**src/prt_regs.vh**
```
// Constants for the port pin configuration block: offsets, masks, resets.
// Assumes one AXI4-Lite slave port; slot n of every 128-bit vector is port n.
`ifndef PRT_REGS_VH
`define PRT_REGS_VH

// Address: [11:9] zero, [8:6] register kind, [5:2] port slot
`define PRT_KIND_DATA 3'h0
`define PRT_KIND_MODE 3'h1
`define PRT_KIND_PULL 3'h2
`define PRT_KIND_TTL 3'h3
`define PRT_KIND_ODRN 3'h4
`define PRT_KIND_ASEL 3'h5
`define PRT_KIND_MISC 3'h6
`define PRT_KIND_PIN 3'h7
`define PRT_MISC_CONV 4'h0
`define PRT_MISC_REDIR 4'h1
`define PRT_MISC_STAT 4'h2

// Per-slot capability masks, slot 15 in the top byte
`define PRT_IO_MASK 128'h0fdf0001_03010000_ffff3f3f_03ffff7f
`define PRT_IN_MASK 128'h0000801e_00000000_00000000_00000000
`define PRT_OUT_MASK 128'h00000100_00000000_00000000_00000000
`define PRT_PULL_MASK 128'h00df0001_03010000_fff03f3f_0300ff7f
`define PRT_TTL_MASK 128'h000c0000_00000000_00003818_0000fb1a
`define PRT_ODRN_MASK 128'h001c0000_00000000_12003d38_0000bf1d
`define PRT_ASEL_MASK 128'h00800001_00010000_00000000_0000000c

`define PRT_CONV_RESET 12'hfff
`define PRT_REDIR_RESET 8'h00
`define PRT_RESP_OKAY 2'h0
`define PRT_RESP_SLVERR 2'h2

`endif
```
**src/prt_pin_cell.v**
```verilog
// One 8-bit port slot: turns the stored settings into pad controls.
// Assumes settings already masked to the bits that exist in this slot.
`timescale 1ns/1ps
module prt_pin_cell #(
    parameter [7:0] IO_M = 8'h00,
    parameter [7:0] OUT_M = 8'h00,
    parameter [7:0] PULL_M = 8'h00,
    parameter [7:0] TTL_M = 8'h00,
    parameter [7:0] ODRN_M = 8'h00
) (
    input wire [7:0] data,
    input wire [7:0] mode,
    input wire [7:0] pull,
    input wire [7:0] ttl,
    input wire [7:0] odrn,
    input wire [7:0] ana,
    output wire [7:0] pad_out,
    output wire [7:0] pad_oe_n,
    output wire [7:0] pullup_en,
    output wire [7:0] ttl_en,
    output wire [7:0] analog_en
);
    wire [7:0] drive;
    wire [7:0] is_input;

    // An analog pin never drives; output-only bits always drive
    assign drive = ((IO_M & ~mode) | OUT_M) & ~ana;
    assign is_input = IO_M & mode;
    // Open drain pulls low only, releases the pad for a one
    assign pad_oe_n = ~(drive & ~(ODRN_M & odrn & data));
    assign pad_out = data & ~(ODRN_M & odrn);
    assign pullup_en = PULL_M & pull & is_input & ~ana;
    assign ttl_en = TTL_M & ttl;
    assign analog_en = ana;
endmodule

```
**src/prt_port_cfg.v**
```verilog
// Port pin configuration for the 80-pin variant, with an AXI4-Lite slave.
// Assumes pins are sampled synchronous to aclk; pad drivers sit outside.
//
// Implementation choices: the AXI4-Lite interface to the registers and the register offsets.
`timescale 1ns/1ps
`include "prt_regs.vh"
module prt_port_cfg (
    input wire aclk,
    input wire aresetn,
    input wire [11:0] s_axi_awaddr,
    input wire [2:0] s_axi_awprot,
    input wire s_axi_awvalid,
    output wire s_axi_awready,
    input wire [31:0] s_axi_wdata,
    input wire [3:0] s_axi_wstrb,
    input wire s_axi_wvalid,
    output wire s_axi_wready,
    output wire [1:0] s_axi_bresp,
    output wire s_axi_bvalid,
    input wire s_axi_bready,
    input wire [11:0] s_axi_araddr,
    input wire [2:0] s_axi_arprot,
    input wire s_axi_arvalid,
    output wire s_axi_arready,
    output wire [31:0] s_axi_rdata,
    output wire [1:0] s_axi_rresp,
    output wire s_axi_rvalid,
    input wire s_axi_rready,
    input wire [127:0] pin_in,
    output wire [127:0] pin_out,
    output wire [127:0] pin_oe_n,
    output wire [127:0] pin_pullup_en,
    output wire [127:0] pin_ttl_en,
    output wire [127:0] pin_analog_en,
    input wire reset_pin_n,
    output wire ext_reset_req,
    output wire [7:0] redirect_sel
);
    localparam [127:0] IO_M = `PRT_IO_MASK;
    localparam [127:0] IN_M = `PRT_IN_MASK;
    localparam [127:0] OUT_M = `PRT_OUT_MASK;
    localparam [127:0] PULL_M = `PRT_PULL_MASK;
    localparam [127:0] TTL_M = `PRT_TTL_MASK;
    localparam [127:0] ODRN_M = `PRT_ODRN_MASK;
    localparam [127:0] ASEL_M = `PRT_ASEL_MASK;

    ////////////////////////////////////////////////////////////////////////
    // Storage

    reg [127:0] data_reg;
    reg [127:0] mode_reg;
    reg [127:0] pull_reg;
    reg [127:0] ttl_reg;
    reg [127:0] odrn_reg;
    reg [127:0] pin_digital_analog_select_reg;
    reg [11:0] converter_pin_config_reg;
    reg [7:0] peripheral_pin_redirect_reg;
    reg ext_reset_reg;

    reg aw_hold_reg;
    reg w_hold_reg;
    reg [11:0] awaddr_reg;
    reg [31:0] wdata_reg;
    reg [3:0] wstrb_reg;
    reg bvalid_reg;
    reg [1:0] bresp_reg;
    reg rvalid_reg;
    reg [31:0] rdata_reg;
    reg [1:0] rresp_reg;

    ////////////////////////////////////////////////////////////////////////
    // Address decode

    function map_ok;
        input [11:0] a;
        reg [3:0] s;
        reg [2:0] k;
        begin
            s = a[5:2];
            k = a[8:6];
            map_ok = 1'b0;
            if (a[11:9] != 3'h0 || a[1:0] != 2'h0) begin
                map_ok = 1'b0;
            end else if (k == `PRT_KIND_DATA) begin
                map_ok = |(IO_M[s*8+:8] | OUT_M[s*8+:8]);
            end else if (k == `PRT_KIND_MODE) begin
                map_ok = |IO_M[s*8+:8];
            end else if (k == `PRT_KIND_PULL) begin
                map_ok = |PULL_M[s*8+:8];
            end else if (k == `PRT_KIND_TTL) begin
                map_ok = |TTL_M[s*8+:8];
            end else if (k == `PRT_KIND_ODRN) begin
                map_ok = |ODRN_M[s*8+:8];
            end else if (k == `PRT_KIND_ASEL) begin
                map_ok = |ASEL_M[s*8+:8];
            end else if (k == `PRT_KIND_MISC) begin
                map_ok = (s == `PRT_MISC_CONV) || (s == `PRT_MISC_REDIR) ||
                    (s == `PRT_MISC_STAT);
            end else begin
                map_ok = |(IO_M[s*8+:8] | IN_M[s*8+:8] | OUT_M[s*8+:8]);
            end
        end
    endfunction

    function [31:0] rd_val;
        input [11:0] a;
        reg [3:0] s;
        reg [2:0] k;
        begin
            s = a[5:2];
            k = a[8:6];
            rd_val = 32'h0000_0000;
            if (k == `PRT_KIND_DATA) begin
                rd_val[7:0] = data_reg[s*8+:8];
            end else if (k == `PRT_KIND_MODE) begin
                rd_val[7:0] = mode_reg[s*8+:8];
            end else if (k == `PRT_KIND_PULL) begin
                rd_val[7:0] = pull_reg[s*8+:8];
            end else if (k == `PRT_KIND_TTL) begin
                rd_val[7:0] = ttl_reg[s*8+:8];
            end else if (k == `PRT_KIND_ODRN) begin
                rd_val[7:0] = odrn_reg[s*8+:8];
            end else if (k == `PRT_KIND_ASEL) begin
                rd_val[7:0] = pin_digital_analog_select_reg[s*8+:8];
            end else if (k == `PRT_KIND_MISC) begin
                if (s == `PRT_MISC_CONV) begin
                    rd_val[11:0] = converter_pin_config_reg;
                end else if (s == `PRT_MISC_REDIR) begin
                    rd_val[7:0] = peripheral_pin_redirect_reg;
                end else begin
                    rd_val[0] = ext_reset_reg;
                end
            end else begin
                // Live pin level, only bits that exist in the slot
                rd_val[7:0] = pin_in[s*8+:8] &
                    (IO_M[s*8+:8] | IN_M[s*8+:8] | OUT_M[s*8+:8]);
            end
        end
    endfunction

    ////////////////////////////////////////////////////////////////////////
    // Write channel

    wire aw_take;
    wire w_take;
    wire wr_go;
    wire wr_ok;
    wire [3:0] wr_slot;
    wire [2:0] wr_kind;
    wire [7:0] wb0;
    wire [3:0] wb1;

    assign s_axi_awready = ~aw_hold_reg & ~bvalid_reg;
    assign s_axi_wready = ~w_hold_reg & ~bvalid_reg;
    assign aw_take = s_axi_awvalid & s_axi_awready;
    assign w_take = s_axi_wvalid & s_axi_wready;
    assign wr_go = aw_hold_reg & w_hold_reg & ~bvalid_reg;
    assign wr_ok = map_ok(awaddr_reg);
    assign wr_slot = awaddr_reg[5:2];
    assign wr_kind = awaddr_reg[8:6];
    assign wb0 = wdata_reg[7:0];
    assign wb1 = wdata_reg[11:8];
    assign s_axi_bvalid = bvalid_reg;
    assign s_axi_bresp = bresp_reg;

    always @(posedge aclk) begin
        if (!aresetn) begin
            aw_hold_reg <= 1'b0;
            w_hold_reg <= 1'b0;
            awaddr_reg <= 12'h000;
            wdata_reg <= 32'h0000_0000;
            wstrb_reg <= 4'h0;
            bvalid_reg <= 1'b0;
            bresp_reg <= `PRT_RESP_OKAY;
        end else begin
            if (aw_take) begin
                aw_hold_reg <= 1'b1;
                awaddr_reg <= s_axi_awaddr;
            end
            if (w_take) begin
                w_hold_reg <= 1'b1;
                wdata_reg <= s_axi_wdata;
                wstrb_reg <= s_axi_wstrb;
            end
            if (wr_go) begin
                aw_hold_reg <= 1'b0;
                w_hold_reg <= 1'b0;
                bvalid_reg <= 1'b1;
                bresp_reg <= wr_ok ? `PRT_RESP_OKAY : `PRT_RESP_SLVERR;
            end else if (bvalid_reg && s_axi_bready) begin
                bvalid_reg <= 1'b0;
            end
        end
    end

    // Unimplemented bits are masked on write so they always read zero
    always @(posedge aclk) begin
        if (!aresetn) begin
            data_reg <= 128'h0;
            mode_reg <= IO_M;
            pull_reg <= 128'h0;
            ttl_reg <= 128'h0;
            odrn_reg <= 128'h0;
            pin_digital_analog_select_reg <= ASEL_M;
            converter_pin_config_reg <= `PRT_CONV_RESET;
            peripheral_pin_redirect_reg <= `PRT_REDIR_RESET;
        end else if (wr_go && wr_ok && wstrb_reg[0]) begin
            if (wr_kind == `PRT_KIND_DATA) begin
                data_reg[wr_slot*8+:8] <= wb0 & (IO_M[wr_slot*8+:8] | OUT_M[wr_slot*8+:8]);
            end else if (wr_kind == `PRT_KIND_MODE) begin
                mode_reg[wr_slot*8+:8] <= wb0 & IO_M[wr_slot*8+:8];
            end else if (wr_kind == `PRT_KIND_PULL) begin
                pull_reg[wr_slot*8+:8] <= wb0 & PULL_M[wr_slot*8+:8];
            end else if (wr_kind == `PRT_KIND_TTL) begin
                ttl_reg[wr_slot*8+:8] <= wb0 & TTL_M[wr_slot*8+:8];
            end else if (wr_kind == `PRT_KIND_ODRN) begin
                odrn_reg[wr_slot*8+:8] <= wb0 & ODRN_M[wr_slot*8+:8];
            end else if (wr_kind == `PRT_KIND_ASEL) begin
                pin_digital_analog_select_reg[wr_slot*8+:8] <=
                    wb0 & ASEL_M[wr_slot*8+:8];
            end else if (wr_kind == `PRT_KIND_MISC) begin
                if (wr_slot == `PRT_MISC_CONV) begin
                    converter_pin_config_reg[7:0] <= wb0;
                end else if (wr_slot == `PRT_MISC_REDIR) begin
                    peripheral_pin_redirect_reg <= wb0;
                end
            end
        end
        if (aresetn && wr_go && wr_ok && wstrb_reg[1] && wr_kind == `PRT_KIND_MISC &&
            wr_slot == `PRT_MISC_CONV) begin
            converter_pin_config_reg[11:8] <= wb1;
        end
    end

    ////////////////////////////////////////////////////////////////////////
    // Read channel

    assign s_axi_arready = ~rvalid_reg;
    assign s_axi_rvalid = rvalid_reg;
    assign s_axi_rdata = rdata_reg;
    assign s_axi_rresp = rresp_reg;

    always @(posedge aclk) begin
        if (!aresetn) begin
            rvalid_reg <= 1'b0;
            rdata_reg <= 32'h0000_0000;
            rresp_reg <= `PRT_RESP_OKAY;
        end else if (s_axi_arvalid && !rvalid_reg) begin
            rvalid_reg <= 1'b1;
            if (map_ok(s_axi_araddr)) begin
                rdata_reg <= rd_val(s_axi_araddr);
                rresp_reg <= `PRT_RESP_OKAY;
            end else begin
                rdata_reg <= 32'h0000_0000;
                rresp_reg <= `PRT_RESP_SLVERR;
            end
        end else if (rvalid_reg && s_axi_rready) begin
            rvalid_reg <= 1'b0;
        end
    end

    ////////////////////////////////////////////////////////////////////////
    // External reset pin and redirection

    // Reset pin has no port function; it only raises a reset request
    always @(posedge aclk) begin
        if (!aresetn) begin
            ext_reset_reg <= 1'b0;
        end else begin
            ext_reset_reg <= ~reset_pin_n;
        end
    end

    assign ext_reset_req = ext_reset_reg;
    assign redirect_sel = peripheral_pin_redirect_reg;

    ////////////////////////////////////////////////////////////////////////
    // Pad control per slot

    wire [127:0] ana_vec;

    genvar g;
    generate
        for (g = 0; g < 16; g = g + 1) begin : slot
            if (g == 2) begin : conv_lo
                assign ana_vec[g*8+:8] = converter_pin_config_reg[7:0];
            end else if (g == 15) begin : conv_hi
                assign ana_vec[g*8+:8] = {4'h0, converter_pin_config_reg[11:8]};
            end else begin : asel
                assign ana_vec[g*8+:8] = pin_digital_analog_select_reg[g*8+:8];
            end
            prt_pin_cell #(
                .IO_M(IO_M[g*8+:8]),
                .OUT_M(OUT_M[g*8+:8]),
                .PULL_M(PULL_M[g*8+:8]),
                .TTL_M(TTL_M[g*8+:8]),
                .ODRN_M(ODRN_M[g*8+:8])
            ) u_cell (
                .data(data_reg[g*8+:8]),
                .mode(mode_reg[g*8+:8]),
                .pull(pull_reg[g*8+:8]),
                .ttl(ttl_reg[g*8+:8]),
                .odrn(odrn_reg[g*8+:8]),
                .ana(ana_vec[g*8+:8]),
                .pad_out(pin_out[g*8+:8]),
                .pad_oe_n(pin_oe_n[g*8+:8]),
                .pullup_en(pin_pullup_en[g*8+:8]),
                .ttl_en(pin_ttl_en[g*8+:8]),
                .analog_en(pin_analog_en[g*8+:8])
            );
        end
    endgenerate

endmodule

```
**config.mk**
```make
export PLATFORM = sky130hd
export DESIGN_NAME = prt_port_cfg
export DESIGN_NICKNAME = d
export VERILOG_FILES = /design/src/prt_pin_cell.v /design/src/prt_port_cfg.v
export VERILOG_INCLUDE_DIRS = /design/src
export SDC_FILE = /design/constraint.sdc
export NUM_CORES = 2
export LEC_CHECK = 0
export BUFFER_PORTS_ARGS = -buffer_cell sky130_fd_sc_hd__buf_2
export CAP_MARGIN = 40
export CORE_AREA = 4 4 349 351
export CTS_CLUSTER_SIZE = 40
export DETAILED_ROUTE_END_ITERATION = 10
export DIE_AREA = 0 0 353 355
export GPL_TIMING_DRIVEN = 0
export RECOVER_POWER = 50
export SLEW_MARGIN = 20
export SYNTH_ARGS = -nofsm -noshare
export SYNTH_HDL_FRONTEND = slang
export SYNTH_SLANG_ARGS = --single-unit
```
**constraint.sdc**
```tcl
create_clock -name aclk -period 4.4 [get_ports aclk]
set_input_delay 0.22 -clock aclk [delete_from_list [all_inputs] [get_ports aclk]]
set_output_delay 0.22 -clock aclk [all_outputs]
set_load 0.05 [all_outputs]
```
==> Flow_metrics.wiki <==
{| class="wikitable"
! Metric !! Value
|-
| Violated checks || DRC, capacitance limit, slew limit, setup timing
|-
| Worst slew margin relative to its limit || -0.179
|-
| Number of H-tree branching levels || 3
|-
| Die span in x || 353 um
|-
| Critical Path End Type || flop
|-
| Clock-pin transition on the worst setup and hold timing paths || 0.06 ns
|-
| Placeable core area || 119000 um2
|-
| Crit path required time || between 4 and 5 ns
|-
| Period utilisation layout || 1.00
|-
| Final count of pins violating max slew || 22
|-
| Total standard cell area after synthesis || slightly above 40000 um2
|-
| Run status || finished with violations
|-
| Number of global-route vias before repair || 39667
|-
| Slack of the critical path || -0.0134 ns
|-
| Met1 Usage GRT || 0.486
|-
| Met3 Resource Use GR || 0.155
|-
| Met2 usage in global routing || 0.545
|-
| Final count of negative-setup-slack endpoints || 2
|-
| Sequential fraction of the synthesis area || 0.365
|-
| Inserted Clock Buffers || 87
|-
| Leading cell type in the layout, fill and taps excluded || dfxtp_1
|-
| Prevailing post-synth register cell || dfxtp_1
|-
| Worst-Margin Slew || 1.77 ns
|-
| R2R Setup Slk || -0.01 ns
|-
| Sinks on the clock net || roughly 750
|-
| Maximum fanout along the worst path || 11
|-
| Number of buffers added on ports || between 500 and 600
|-
| Maximum vdd ir drop || 0.000313 V
|-
| Layout Skew || between 0.05 and 0.06 ns
|-
| Leakage || ~21 nW
|-
| 1st-pass router iterations || 11
|-
| Routed wire length || roughly 250 mm
|-
| Number of rows in the core area || roughly 130
|-
| Clock root buffer master || clkbuf_16
|-
| Number of synthesized flops with an enable pin || 4
|-
| ANT nets after route || 0
|-
| Clock insertion delay at the later pin of the skew report || just over 0.7 ns
|-
| WL/cell || 34.5 um
|-
| Total vias in the final route || ~44000
|-
| Overall Global Routing Usage || 0.386
|-
| Pin count of the biggest net entering global routing || 20
|-
| Area Growth Syn to Fin || 24.5%
|-
| I/O pins || 892
|-
| Max-cap violation count || 2
|-
| Area of the die || 125000 um2
|-
| Number of buffer and inverter instances along the worst setup path || 6
|-
| Upper clock frequency limit || roughly 230 MHz
|-
| Number of remaining DRC errors || 1
|-
| RSZ-0062 raised after global routing || yes
|-
| Worst Setup Start Kind || flop
|-
| Setup total negative slack || -0.0181 ns
|-
| FFs w/ async S/R, synth || 0
|-
| Layout cells sized above 1 || 0.248
|-
| Arrival time of data at the critical path endpoint || around 5.0 ns
|-
| Slowest CP cell || a21oi_2
|-
| Die extent in y || about 360 um
|-
| Deepest clock path buffer count || 3
|-
| Min-Delay Startpoint || aresetn
|-
| Core Util, Final || 0.433
|-
| Routability-driven placement congestion ratio || between 1 and 1.5
|-
| Yosys cell types || 85
|-
| TritonCTS clock tree || done
|-
| Number of hold-slack violations in the final timing report || 0
|-
| Highest-count cells in the layout ignoring fill and taps || dfxtp_1 (749), nand2_1 (741), buf_4 (575)
|-
| Nets@finish || ~6000
|-
| R2R Path End || pull_reg[82]
|-
| Type of the tightest min-delay check || in -> reg
|-
| Class of the most critical setup path || reg -> reg
|-
| Antenna violations before repair || 26
|-
| Via count normalized by instance count || around 6.0
|-
| Path depth of the worst reg2reg path || 14
|-
| Worst path max stage delay || 0.42 ns
|-
| Most Used Layer, Global Route || met2
|-
| Half-perimeter wire length of the detailed placement result || around 200 mm
|-
| Count of state elements after synthesis || 753
|-
| Mean Syn Cell Area || approximately 8.8 um2
|-
| Start of the worst register-to-register path || awaddr_reg[2]
|-
| Worst-path cell chain || clkbuf_2 > inv_1 > clkbuf_1 > buf_6 > ha_1 > nand3_1 > o21ai_0 > nor4b_1 > a21oi_2 > buf_4 > nand4_1 > buf_2 > and2_1 > o21a_1
|-
| Overflow after GRT || 0
|-
| Hold Crit Endpoint || s_axi_rdata[1]
|-
| Cell count after synthesis || between 4000 and 5000
|-
| Initial core utilization || 0.348
|-
| Number of cells traversed by the worst hold path || 3
|-
| Wire length of the first global-routing pass || 336 mm
|-
| Largest delay share family, worst path || buffers and inverters
|-
| First-iteration detailed-routing DRC count || about 7500
|-
| Warning count from the yosys run || 0
|-
| Ratio of total power to cell area || between 300 and 400 nW/um2
|-
| Smallest hold slack || ~0.027 ns
|-
| Final critical delay including setup and external delays || between 4 and 5 ns
|}
[area by class of cell]
| type | count | area (um2) |
|---|---|---|
| Sequential cell | 753 | 15100 |
| Timing Repair Buffer | 660 | 3570 |
| Multi-Input combinational cell | 3387 | 22200 |
| Fill cell | 12176 | 67500 |
| Inverter | 22 | 83.8 |
| Antenna cell | 11 | 27.5 |
| Clock inverter | 38 | 623 |
| Clock buffer | 121 | 2530 |
| Tap cell | 1548 | 1940 |
| Buffer | 836 | 5390 |
[worst max path at each step]
stage	start	endpoint	slack, ns	depth (start not counted)
floorplan	awaddr_reg[4]	pull_reg[39]	0.92	14
global placement	awaddr_reg[2]	data_reg[8]	-2.41	12
detailed placement	awaddr_reg[2]	data_reg[8]	-1.43	13
CTS	awaddr_reg[2]	odrn_reg[69]	0.01	13
global route	awaddr_reg[2]	odrn_reg[34]	-0.02	13
finish	awaddr_reg[2]	pull_reg[82]	-0.01	14
[kinds of logic (layout without fill, tap and decap cells)]
family | count (synthesis) | after routing | synth area share
other | 2 | 339 | 0.000182
XOR/XNOR | 2 | 2 | 0.000424
multiplexers | 451 | 451 | 0.178
AND/OR/NAND/NOR | 1762 | 1762 | 0.204
AO/OA/AOI/OAI | 823 | 823 | 0.115
adder cells (fa/ha/maj) | 21 | 21 | 0.00635
buffers and inverters | 861 | 1677 | 0.131
flip-flops | 753 | 753 | 0.365
[power by group]
part	internal, W	switching [W]	total (W)
Sequential	0.00684	0.0000318	0.00687
Combinational	0.000720	0.00219	0.00290
Clock	0.00476	0.00338	0.00814
Total	0.0123	0.00559	0.0179
[per-stage QoR]
stage / area (um2) / setup WS, ns / total power (W) / instances
floorplan: 42600 / 0.924 / 0.00868 / 5001
global placement: 47200 / -2.41 / 0.00962 / 7074
detailed placement: 48000 / -1.43 / 0.00970 / 7145
CTS: 51700 / 0.0106 / 0.0177 / 7347
global route: 51500 / -0.0189 / 0.0181 / 7366
finish: 51500 / -0.0134 / 0.0179 / 7376
[cell usage after synthesis, types with 13 or more instances]
cell type,count,area share
o21ai_0,239,0.029
nand4_2,18,0.0054
a22oi_1,13,0.0024
inv_1,18,0.0016
nor2_1,268,0.024
o211ai_1,33,0.0060
buf_1,20,0.0018
a21oi_1,375,0.045
buf_2,73,0.0088
clkbuf_1,192,0.017
a211oi_1,13,0.0024
or2_2,56,0.0085
o311ai_0,28,0.0059
ha_1,21,0.0064
or4_1,16,0.0029
nand2b_1,19,0.0029
nor3_1,66,0.0080
buf_4,545,0.099
and2_1,74,0.011
nand3_1,246,0.030
nand4_1,49,0.0074
dfxtp_1,749,0.36
mux4_2,225,0.12
o21a_1,17,0.0031
a211o_1,18,0.0038
mux2i_1,217,0.053
or3_1,51,0.0077
and3_1,41,0.0062
nor2b_1,47,0.0071
nand2_1,748,0.068
[per-layer routing]
| layer | vias up | wire, um |
|---|---|---|
| met5 | - | 98 |
| met4 | 14 | 21100 |
| met3 | 879 | 38500 |
| met2 | 3967 | 102000 |
| met1 | 21427 | 93000 |
| li1 | 17871 | - |
[repair_timing]
item,4_1_cts,5_1_grt
pin swaps,3,2
endpoints found under the hold margin,30,0
hold buffers,40,0
setup buffers,5,5
gates cloned,0,0
gates resized for setup,35,32
endpoints found under the setup margin,659,315
[worst register-to-register path: cells and delay by family, from the launching register on]
kind | cells | cell delay (ns)
compound gates | 3 | 0.90
fa+ha+maj | 1 | 0.38
buf+inv | 6 | 1.67
flops | 1 | 0.37
simple gates | 4 | 1.02
Power figures use the tool's default switching activity.
